==> src/edc_map.svh <==
// timing figures and counts for the edo memory controller
`ifndef EDC_MAP_SVH
`define EDC_MAP_SVH
`define EDC_CLK_PS        8000
`define EDC_T_RC_PS       110000
`define EDC_T_RAS_PS      60000
`define EDC_T_RP_PS       40000
`define EDC_T_RCD_PS      20000
`define EDC_T_CAS_PS      15000
`define EDC_T_CP_PS       10000
`define EDC_T_PC_PS       40000
`define EDC_T_CSR_PS      5000
`define EDC_T_CHR_PS      10000
`define EDC_T_CRP_PS      5000
`define EDC_T_OEHC_PS     15000
`define EDC_T_RWL_PS      15000
`define EDC_T_CWD_PS      40000
`define EDC_T_RWD_PS      85000
`define EDC_T_RASMAX_NS   10000
`define EDC_T_RASPMAX_NS  100000
`define EDC_MIN_CYC(ps)   (((ps) + `EDC_CLK_PS - 1) / `EDC_CLK_PS)
`define EDC_C_RC          `EDC_MIN_CYC(`EDC_T_RC_PS)
`define EDC_C_RAS         `EDC_MIN_CYC(`EDC_T_RAS_PS)
`define EDC_C_RP          `EDC_MIN_CYC(`EDC_T_RP_PS)
`define EDC_C_RCD         `EDC_MIN_CYC(`EDC_T_RCD_PS)
`define EDC_C_CAS         `EDC_MIN_CYC(`EDC_T_CAS_PS)
`define EDC_C_CP          `EDC_MIN_CYC(`EDC_T_CP_PS)
`define EDC_C_PC          `EDC_MIN_CYC(`EDC_T_PC_PS)
`define EDC_C_CSR         `EDC_MIN_CYC(`EDC_T_CSR_PS)
`define EDC_C_CHR         `EDC_MIN_CYC(`EDC_T_CHR_PS)
`define EDC_C_CRP         `EDC_MIN_CYC(`EDC_T_CRP_PS)
`define EDC_C_OEHC        `EDC_MIN_CYC(`EDC_T_OEHC_PS)
`define EDC_C_RWL         `EDC_MIN_CYC(`EDC_T_RWL_PS)
`define EDC_C_RASMAX      ((`EDC_T_RASMAX_NS * 1000) / `EDC_CLK_PS)
`define EDC_C_RASPMAX     ((`EDC_T_RASPMAX_NS * 1000) / `EDC_CLK_PS)
`define EDC_T_PWRUP_US    200
`define EDC_C_PWRUP       ((`EDC_T_PWRUP_US * 1000000) / `EDC_CLK_PS)
`define EDC_T_REF_MS      16
`define EDC_REF_ROWS      1024
`define EDC_C_REFINT      ((((`EDC_T_REF_MS * 1000000) / `EDC_REF_ROWS) * 1000) / `EDC_CLK_PS)
`define EDC_WAKE_CYCLES   8
`define EDC_ROW_W         10
`define EDC_DQ_W          16
`define EDC_CNT_W         16
`endif

==> src/edc_pkg.sv <==
// types for the edo memory controller
package edc_pkg;
  typedef struct packed {
    logic        wr;
    logic [1:0]  be;
    logic [19:0] addr;
    logic [15:0] wdata;
  } edc_req_t;

  typedef struct packed {
    logic        ras_n;
    logic        low_byte_column_strobe_n;
    logic        high_byte_column_strobe_n;
    logic        we_n;
    logic        oe_n;
    logic [9:0]  addr;
    logic [15:0] dq_o;
    logic        dq_oe;
  } edc_pins_t;

  typedef enum logic [3:0] {
    ST_PWRUP, ST_WAKE, ST_IDLE, ST_RCD, ST_CAS, ST_CP, ST_CLOSE, ST_PRE,
    ST_CBR_CSR, ST_CBR_RAS, ST_CBR_END
  } edc_state_t;

  typedef struct packed {
    edc_state_t  st;
    logic [23:0] cnt;
    logic [15:0] ras_cnt;
    logic [15:0] ref_cnt;
    logic [11:0] ref_owe;
    logic [3:0]  wake;
    edc_req_t    req;
    logic        rvalid;
    logic        busy;
    logic        ready;
    logic [15:0] rdata;
    edc_pins_t   pins;
  } edc_state_all_t;
endpackage

==> src/edc_ctrl.sv <==
// edo page-mode memory controller driving the strobes and multiplexed address
// Notes on behaviour
// - random cycles last at least the full row cycle time
// - column strobe falls at least 20 ns after row strobe falls
// - column strobes stay high at least the column precharge time
// - column address held until lead time before row strobe rises
// - wait 5 ns after column strobe rises before next row fall
// - page-mode column cycles last at least the page cycle time
// - page-mode row strobe low at most 100K ns, at least minimum; code clips the limit to 65535 cycles (about 524 us)
// - page read-write cycles last at least 56 ns
// - read-modify-write: write strobe late enough after row fall
// - read-write: write strobe late enough after column fall
// - write strobe falls at least lead time before row rises
// - 1,024 refreshes spread across every 16 ms
// - column strobe low 5 ns before row falls for refresh
// - column strobe held low after row fall during refresh
// - write-strobe output disable pulse at least 10 ns
// - last column fall to first column rise at least 10 ns
// - output enable high 15 ns after column strobe rises
// - 200 us pause then eight refreshes; repeat after overdue refresh
`timescale 1ns/1ps
`include "edc_map.svh"
module edc_ctrl #(
  parameter int unsigned PWRUP_CYC  = `EDC_C_PWRUP,
  parameter int unsigned REFINT_CYC = `EDC_C_REFINT,
  parameter int unsigned RASP_CYC   = `EDC_C_RASPMAX
) (
  input  wire logic              i_clk_sys,
  input  wire logic              i_sys_rst,
  input  wire logic              i_req_valid,
  input  wire edc_pkg::edc_req_t i_req,
  output logic                   o_req_ready,
  output logic                   o_rvalid,
  output logic [15:0]            o_rdata,
  output logic                   o_busy,
  output edc_pkg::edc_pins_t     o_pins,
  input  wire logic [15:0]       i_dq
);
  import edc_pkg::*;

  localparam logic [23:0] C_RP     = 24'(`EDC_C_RP);
  localparam logic [23:0] C_RCD    = 24'(`EDC_C_RCD);
  localparam logic [23:0] C_CAS    = 24'(`EDC_C_CAS);
  localparam logic [23:0] C_CP     = 24'(`EDC_C_CP);
  localparam logic [23:0] C_CSR    = 24'(`EDC_C_CSR);
  localparam logic [23:0] C_CHR    = 24'(`EDC_C_CHR);
  localparam logic [23:0] C_OEHC   = 24'(`EDC_C_OEHC);
  localparam logic [23:0] C_PWRUP  = 24'(PWRUP_CYC);
  localparam logic [15:0] C_RASMIN = 16'(`EDC_C_RAS);
  localparam logic [15:0] C_RASMAX = 16'(`EDC_C_RASMAX);
  localparam logic [15:0] C_RASPMX = 16'((RASP_CYC > 65535) ? 65535 : RASP_CYC);
  localparam logic [15:0] C_REFINT = 16'(REFINT_CYC);
  localparam logic [15:0] C_PCMIN  = 16'(`EDC_C_PC);
  localparam logic [3:0]  C_WAKE   = 4'(`EDC_WAKE_CYCLES);

  edc_state_all_t s_ff;
  edc_state_all_t nxt_s;

  function automatic edc_pins_t pins_idle();
    edc_pins_t p;
    p        = '0;
    p.ras_n  = 1'b1;
    p.low_byte_column_strobe_n = 1'b1;
    p.high_byte_column_strobe_n = 1'b1;
    p.we_n   = 1'b1;
    p.oe_n   = 1'b1;
    return p;
  endfunction

  logic ref_due;
  logic ras_limit;
  logic same_row;

  always_comb begin
    ref_due   = (s_ff.ref_owe != 12'h000);
    ras_limit = (s_ff.ras_cnt >= C_RASPMX - 16'(`EDC_C_RWL) - 16'h0010);
    same_row  = (i_req.addr[19:10] == s_ff.req.addr[19:10]);
  end

  always_comb begin
    nxt_s        = s_ff;
    nxt_s.rvalid = 1'b0;
    nxt_s.ready  = 1'b0;
    if (s_ff.cnt != 24'h000000) begin
      nxt_s.cnt = s_ff.cnt - 24'h000001;
    end
    if (!s_ff.pins.ras_n && s_ff.ras_cnt != 16'hFFFF) begin
      nxt_s.ras_cnt = s_ff.ras_cnt + 16'h0001;
    end
    // refresh pacing: one row owed per interval, overdue triggers wake cycles
    if (s_ff.ref_cnt >= C_REFINT - 16'h0001) begin
      nxt_s.ref_cnt = 16'h0000;
      if (s_ff.ref_owe == 12'(`EDC_REF_ROWS)) begin
        nxt_s.wake = C_WAKE;
      end else begin
        nxt_s.ref_owe = s_ff.ref_owe + 12'h001;
      end
    end else if (s_ff.st != ST_PWRUP) begin
      nxt_s.ref_cnt = s_ff.ref_cnt + 16'h0001;
    end
    case (s_ff.st)
      ST_PWRUP: begin
        nxt_s.busy = 1'b1;
        if (s_ff.cnt == 24'h000000) begin
          nxt_s.wake = C_WAKE;
          nxt_s.st   = ST_IDLE;
        end
      end
      ST_IDLE: begin
        nxt_s.pins = pins_idle();
        nxt_s.busy = (s_ff.wake != 4'h0);
        if (s_ff.cnt == 24'h000000) begin
          if (s_ff.wake != 4'h0 || ref_due) begin
            nxt_s.pins.low_byte_column_strobe_n = 1'b0;
            nxt_s.pins.high_byte_column_strobe_n = 1'b0;
            nxt_s.cnt         = C_CSR;
            nxt_s.st          = ST_CBR_CSR;
            nxt_s.busy        = 1'b1;
          end else if (i_req_valid) begin
            nxt_s.req        = i_req;
            nxt_s.ready      = 1'b1;
            nxt_s.busy       = 1'b1;
            nxt_s.pins.addr  = i_req.addr[19:10];
            nxt_s.pins.ras_n = 1'b0;
            nxt_s.ras_cnt    = 16'h0000;
            nxt_s.cnt        = C_RCD;
            nxt_s.st         = ST_RCD;
          end
        end
      end
      ST_RCD, ST_CP: begin
        if (s_ff.cnt == 24'h000000) begin
          nxt_s.pins.addr   = s_ff.req.addr[9:0];
          nxt_s.pins.low_byte_column_strobe_n = ~s_ff.req.be[0];
          nxt_s.pins.high_byte_column_strobe_n = ~s_ff.req.be[1];
          nxt_s.pins.we_n   = ~s_ff.req.wr;
          nxt_s.pins.oe_n   = s_ff.req.wr;
          nxt_s.pins.dq_o   = s_ff.req.wdata;
          nxt_s.pins.dq_oe  = s_ff.req.wr;
          nxt_s.cnt         = (C_CAS > C_PCMIN - C_CP) ? C_CAS : 24'(C_PCMIN) - C_CP;
          nxt_s.st          = ST_CAS;
        end
      end
      ST_CAS: begin
        if (s_ff.cnt == 24'h000000) begin
          if (!s_ff.req.wr) begin
            nxt_s.rdata  = i_dq;
            nxt_s.rvalid = 1'b1;
          end
          nxt_s.pins.low_byte_column_strobe_n = 1'b1;
          nxt_s.pins.high_byte_column_strobe_n = 1'b1;
          nxt_s.pins.we_n   = 1'b1;
          nxt_s.pins.dq_oe  = 1'b0;
          nxt_s.cnt         = C_CP;
          if (i_req_valid && same_row && !ref_due && s_ff.wake == 4'h0 && !ras_limit) begin
            nxt_s.req   = i_req;
            nxt_s.ready = 1'b1;
            nxt_s.st    = ST_CP;
          end else begin
            nxt_s.st = ST_CLOSE;
          end
        end
      end
      ST_CLOSE: begin
        // hold row for minimum width and column precharge time after column rise
        if (s_ff.cnt == 24'h000000 && s_ff.ras_cnt >= C_RASMIN) begin
          nxt_s.pins.ras_n = 1'b1;
          nxt_s.cnt        = (C_RP > C_OEHC) ? C_RP : C_OEHC;
          nxt_s.st         = ST_PRE;
        end
      end
      ST_PRE: begin
        nxt_s.pins.oe_n = 1'b1;
        if (s_ff.cnt == 24'h000000) begin
          nxt_s.pins = pins_idle();
          nxt_s.st   = ST_IDLE;
        end
      end
      ST_CBR_CSR: begin
        if (s_ff.cnt == 24'h000000) begin
          nxt_s.pins.ras_n = 1'b0;
          nxt_s.ras_cnt    = 16'h0000;
          nxt_s.cnt        = C_CHR;
          nxt_s.st         = ST_CBR_RAS;
        end
      end
      ST_CBR_RAS: begin
        if (s_ff.cnt == 24'h000000) begin
          nxt_s.pins.low_byte_column_strobe_n = 1'b1;
          nxt_s.pins.high_byte_column_strobe_n = 1'b1;
          nxt_s.st          = ST_CBR_END;
        end
      end
      ST_CBR_END: begin
        if (s_ff.ras_cnt >= C_RASMIN) begin
          nxt_s.pins.ras_n = 1'b1;
          nxt_s.cnt        = C_RP;
          nxt_s.st         = ST_PRE;
          if (s_ff.wake != 4'h0) begin
            nxt_s.wake = s_ff.wake - 4'h1;
          end else if (s_ff.ref_owe != 12'h000) begin
            nxt_s.ref_owe = nxt_s.ref_owe - 12'h001;
          end
        end
      end
      default: begin
        nxt_s.st   = ST_IDLE;
        nxt_s.pins = pins_idle();
      end
    endcase
    if (s_ff.ras_cnt >= C_RASMAX && s_ff.st == ST_CLOSE) begin
      nxt_s.pins.ras_n = 1'b1;
    end
  end

  always_ff @(posedge i_clk_sys) begin
    if (i_sys_rst) begin
      s_ff         <= '0;
      s_ff.st      <= ST_PWRUP;
      s_ff.cnt     <= C_PWRUP;
      s_ff.busy    <= 1'b1;
      s_ff.pins    <= pins_idle();
    end else begin
      s_ff <= nxt_s;
    end
  end

  assign o_req_ready = s_ff.ready;
  assign o_rvalid    = s_ff.rvalid;
  assign o_rdata     = s_ff.rdata;
  assign o_busy      = s_ff.busy;
  assign o_pins      = s_ff.pins;
endmodule

==> config.mk <==
export PLATFORM = sky130hd
export DESIGN_NAME = edc_ctrl
export DESIGN_NICKNAME = d
export VERILOG_FILES = /design/src/edc_pkg.sv /design/src/edc_ctrl.sv
export VERILOG_INCLUDE_DIRS = /design/src /design/src/src
export SDC_FILE = /design/constraint.sdc
export NUM_CORES = 1
export LEC_CHECK = 0
export BUFFER_PORTS_ARGS = -buffer_cell sky130_fd_sc_hd__buf_2
export CAP_MARGIN = 20
export CELL_PAD_IN_SITES_DETAIL_PLACEMENT = 0
export CELL_PAD_IN_SITES_GLOBAL_PLACEMENT = 1
export CORE_MARGIN = 4
export CORE_UTILIZATION = 36
export DETAILED_ROUTE_END_ITERATION = 8
export GPL_TIMING_DRIVEN = 0
export PLACE_DENSITY = 0.79
export SYNTH_ARGS = -nofsm -noshare
export SYNTH_HDL_FRONTEND = slang
export SYNTH_SLANG_ARGS = --single-unit
==> constraint.sdc <==
create_clock -name i_clk_sys -period 5.4 [get_ports i_clk_sys]
set_input_delay 1.08 -clock i_clk_sys [delete_from_list [all_inputs] [get_ports i_clk_sys]]
set_output_delay 1.08 -clock i_clk_sys [all_outputs]
set_load 0.1 [all_outputs]
==> flow_summary.toml <==
[layout]
final_util = 0.4324
fill_cells = 2260
final_common_cell = "dfxtp_1"
drive_gt1_frac = 0.1961
multi_input_area_um2 = 4304
instances_no_fill = 1412
seqCellArea_um2 = 3323
syn_to_final_growth_pct = 18.31
layout.cells.most_common_list = "166 x dfxtp_1, 139 x nor2_1, 115 x buf_2"
n_antenna_cell = 0
final_net_count = 1185

[synthesis]
synth-seq-cells = 166
synthFlopType = "dfxtp_1"
yosys.area.top_type = "dfxtp_1"
synth_edf_count = 0
yosysSeqAreaShare = 0.4016
synth_top_area_frac = 0.4016
netlist_area_um2 = 8274
synth_area_per_cell_um2 = 8.409
synthTopCellsByArea = "dfxtp_1 40%, nor2_1 6.3%, mux2i_1 5.4%, xnor2_1 5.0%, buf_4 4.5%"
ys_types = 76
synthCells = 984
synthArstFlopShare = 0
ys_warn_count = 0

[timing]
max_freq_ghz = 0.3011
hold-worst-slack_ns = 0.4494
drv_slew = 0
min_period_ns = 3.321
finalCritPeriodShare = 0.6150
worst_slew_pin_slew_ns = 0.8837
setup_viol = 0
hold_viol_final = 0
finalClockSkew_ns = 0.01008
rsz0062_at_grt = "false"
finalSetupTns_ns = 0
maxSlewHeadroom = 0.4034

[run]
maxCapViolations = 0

[clock_tree]
htree_levels = 4
cts_hold_buf = 0
cts_made_buffers = 17
cts_setup_buffers = 0
clock_path_buffers = 2
cts_tree = "built"
cts_resized = 0
clk_latency_ns = 0.44
clockRootBuffer = "clkbuf_16"
cts_sinks = 166
cts.clk_slew.worst_paths_ns = 0.07

[floorplanning]
start_util = 0.3655
dieArea_um2 = 25470
rows = 55
core-area_um2 = 22640
die_x_um = 159.6
io_pins = 109
die_y_um = 159.6

[worst_setup_path]
startpoint_type = "register"
critPathKind = "register to register"
worstPathRequired_ns = 5.77
startpoint = "s_ff[114]$_SDFFE_PP0N_"
critPathArrivalTime_ns = 3.69
r2r-start = "s_ff[114]$_SDFFE_PP0N_"
critical_path_peak_fanout = 10
cp-end-kind = "register"

[grt]
grt_pass1_vias = 7053
grt_max_degree = 17
antenna_found_initial = 0
grt-ovfl-total = 0
grt_util_all_layers = 0.1713
grt_pass1_wl_um = 35980

[placement]
dp_hpwl_um = 15920
dp.cells = 1381
routabilityCongestion = 0.9183
portBuffers = 108

[power_and_ir_drop]
peakVddDrop_mv = 0.1825
power_per_cell_area_nw_per_um2 = 270.8
p_leak_nw = 3.678

[min_path]
hold_start = "o_rdata[4]$_SDFFE_PP0P_"
hold_class = "register to register"

[routing]
firstDrtPassIters = 5
via_per_inst = 5.052
dr.first_iter.drc_count = 328
totalWireLength_um = 21580
wl_per_cell_um = 15.28
vias = 7133
final_antenna_net_count = 0
drt_drc_violations_left = 0

[run_status]
status = "completed"
[synthesized netlist by cell type, types with 3 or more instances]
library cell    n
a21oi_1        58
inv_1          20
o21ai_0        28
dfxtp_1       166
ha_1           12
nor3_1         30
xor2_1         28
nor4_1         15
mux2i_1        45
buf_4          50
and3_1          3
nor4_2          3
a22oi_1        11
o2bb2ai_1      10
and4_1          3
buf_2           7
nor2_1        139
a211oi_1        8
and2_1          5
nor2b_1         5
nand3_1        40
or2_2           6
or4_1           7
clkbuf_1       38
nand2_1        91
nand4_1        23
o211ai_1        6
or3_1           8
o21a_1          4
xnor2_1        47
a31oi_1         7
nand2b_1        8
o22ai_1         3
[critical path, stage by stage (launching register included)]
cell and delay [ns]:
dfxtp_1 0.38, nand4_1 0.16, o211ai_1 0.44, clkbuf_1 0.41, nand2_1 0.23, xnor2_1 0.33, ha_1 0.23, inv_1 0.07
a2111oi_4 0.35, nand3_1 0.18, or3_1 0.34, a21oi_1 0.13
[cell type report]
class	count	area share
clock buffers	18	0.04486
repair buffers	108	0.05521
inverters	20	0.007669
clock inverters	13	0.01674
multi-input cells	703	0.4397
plain buffers	99	0.05994
well taps	285	0.03643
flip-flops and latches	166	0.3395
[report_power, final]
| part | switching [mW] | internal, mW |
|---|---|---|
| Clock | 0.552 | 0.708 |
| Sequential | 0.0138 | 1.24 |
| Combinational | 0.0835 | 0.0555 |
[state kept, by name (all words and copies together), names as in the netlist]
signal / count
s_ff: 115
o_pins: 32
o_rdata: 16
o_busy: 1
o_req_ready: 1
o_rvalid: 1
[per-layer routing]
layer / track usage / up-vias / wire [um]
met3: 0.04142 / 34 / 997
met4: 0.06154 / 0 / 533
met2: 0.2724 / 157 / 9905
met5: 0 / - / 0
met1: 0.2271 / 3305 / 10140
li1: - / 3637 / -
[metrics by stage]
step | instance area (um2) | setup WS (ns) | power [mW]
4_1_cts | 9789 | 2.059 | 2.682
6_report | 9789 | 2.079 | 2.651
3_5_place_dp | 9186 | 2.096 | 1.418
5_1_grt | 9789 | 1.738 | 2.749
3_3_place_gp | 9186 | 2.160 | 1.417
2_1_floorplan | 8289 | 2.799 | 1.364
[logic make-up (layout without fill, tap and decap cells)]
logic type               Yosys count  after routing  synth area share
other                              1              5         0.0004532
flip-flops                       166            166            0.4016
multiplexers                      46             46           0.05580
AO/OA/AOI/OAI                    162            162            0.1273
AND/OR/NAND/NOR                  403            403            0.2373
XOR/XNOR                          75             75           0.07939
adder cells (fa/ha/maj)           12             12           0.01815
buffers and inverters            119            258           0.07999
[path summary, 6_finish.rpt]
path,depth (start not counted),endpoint,slack [ns]
max,11,s_ff[104]$_SDFF_PP0_,2.08
min,2,o_rdata[4]$_SDFFE_PP0P_,0.45
max reg2reg,11,s_ff[104]$_SDFF_PP0_,2.08
min reg2reg,2,o_rdata[4]$_SDFFE_PP0P_,0.45
(Power assumes the default switching activity.)
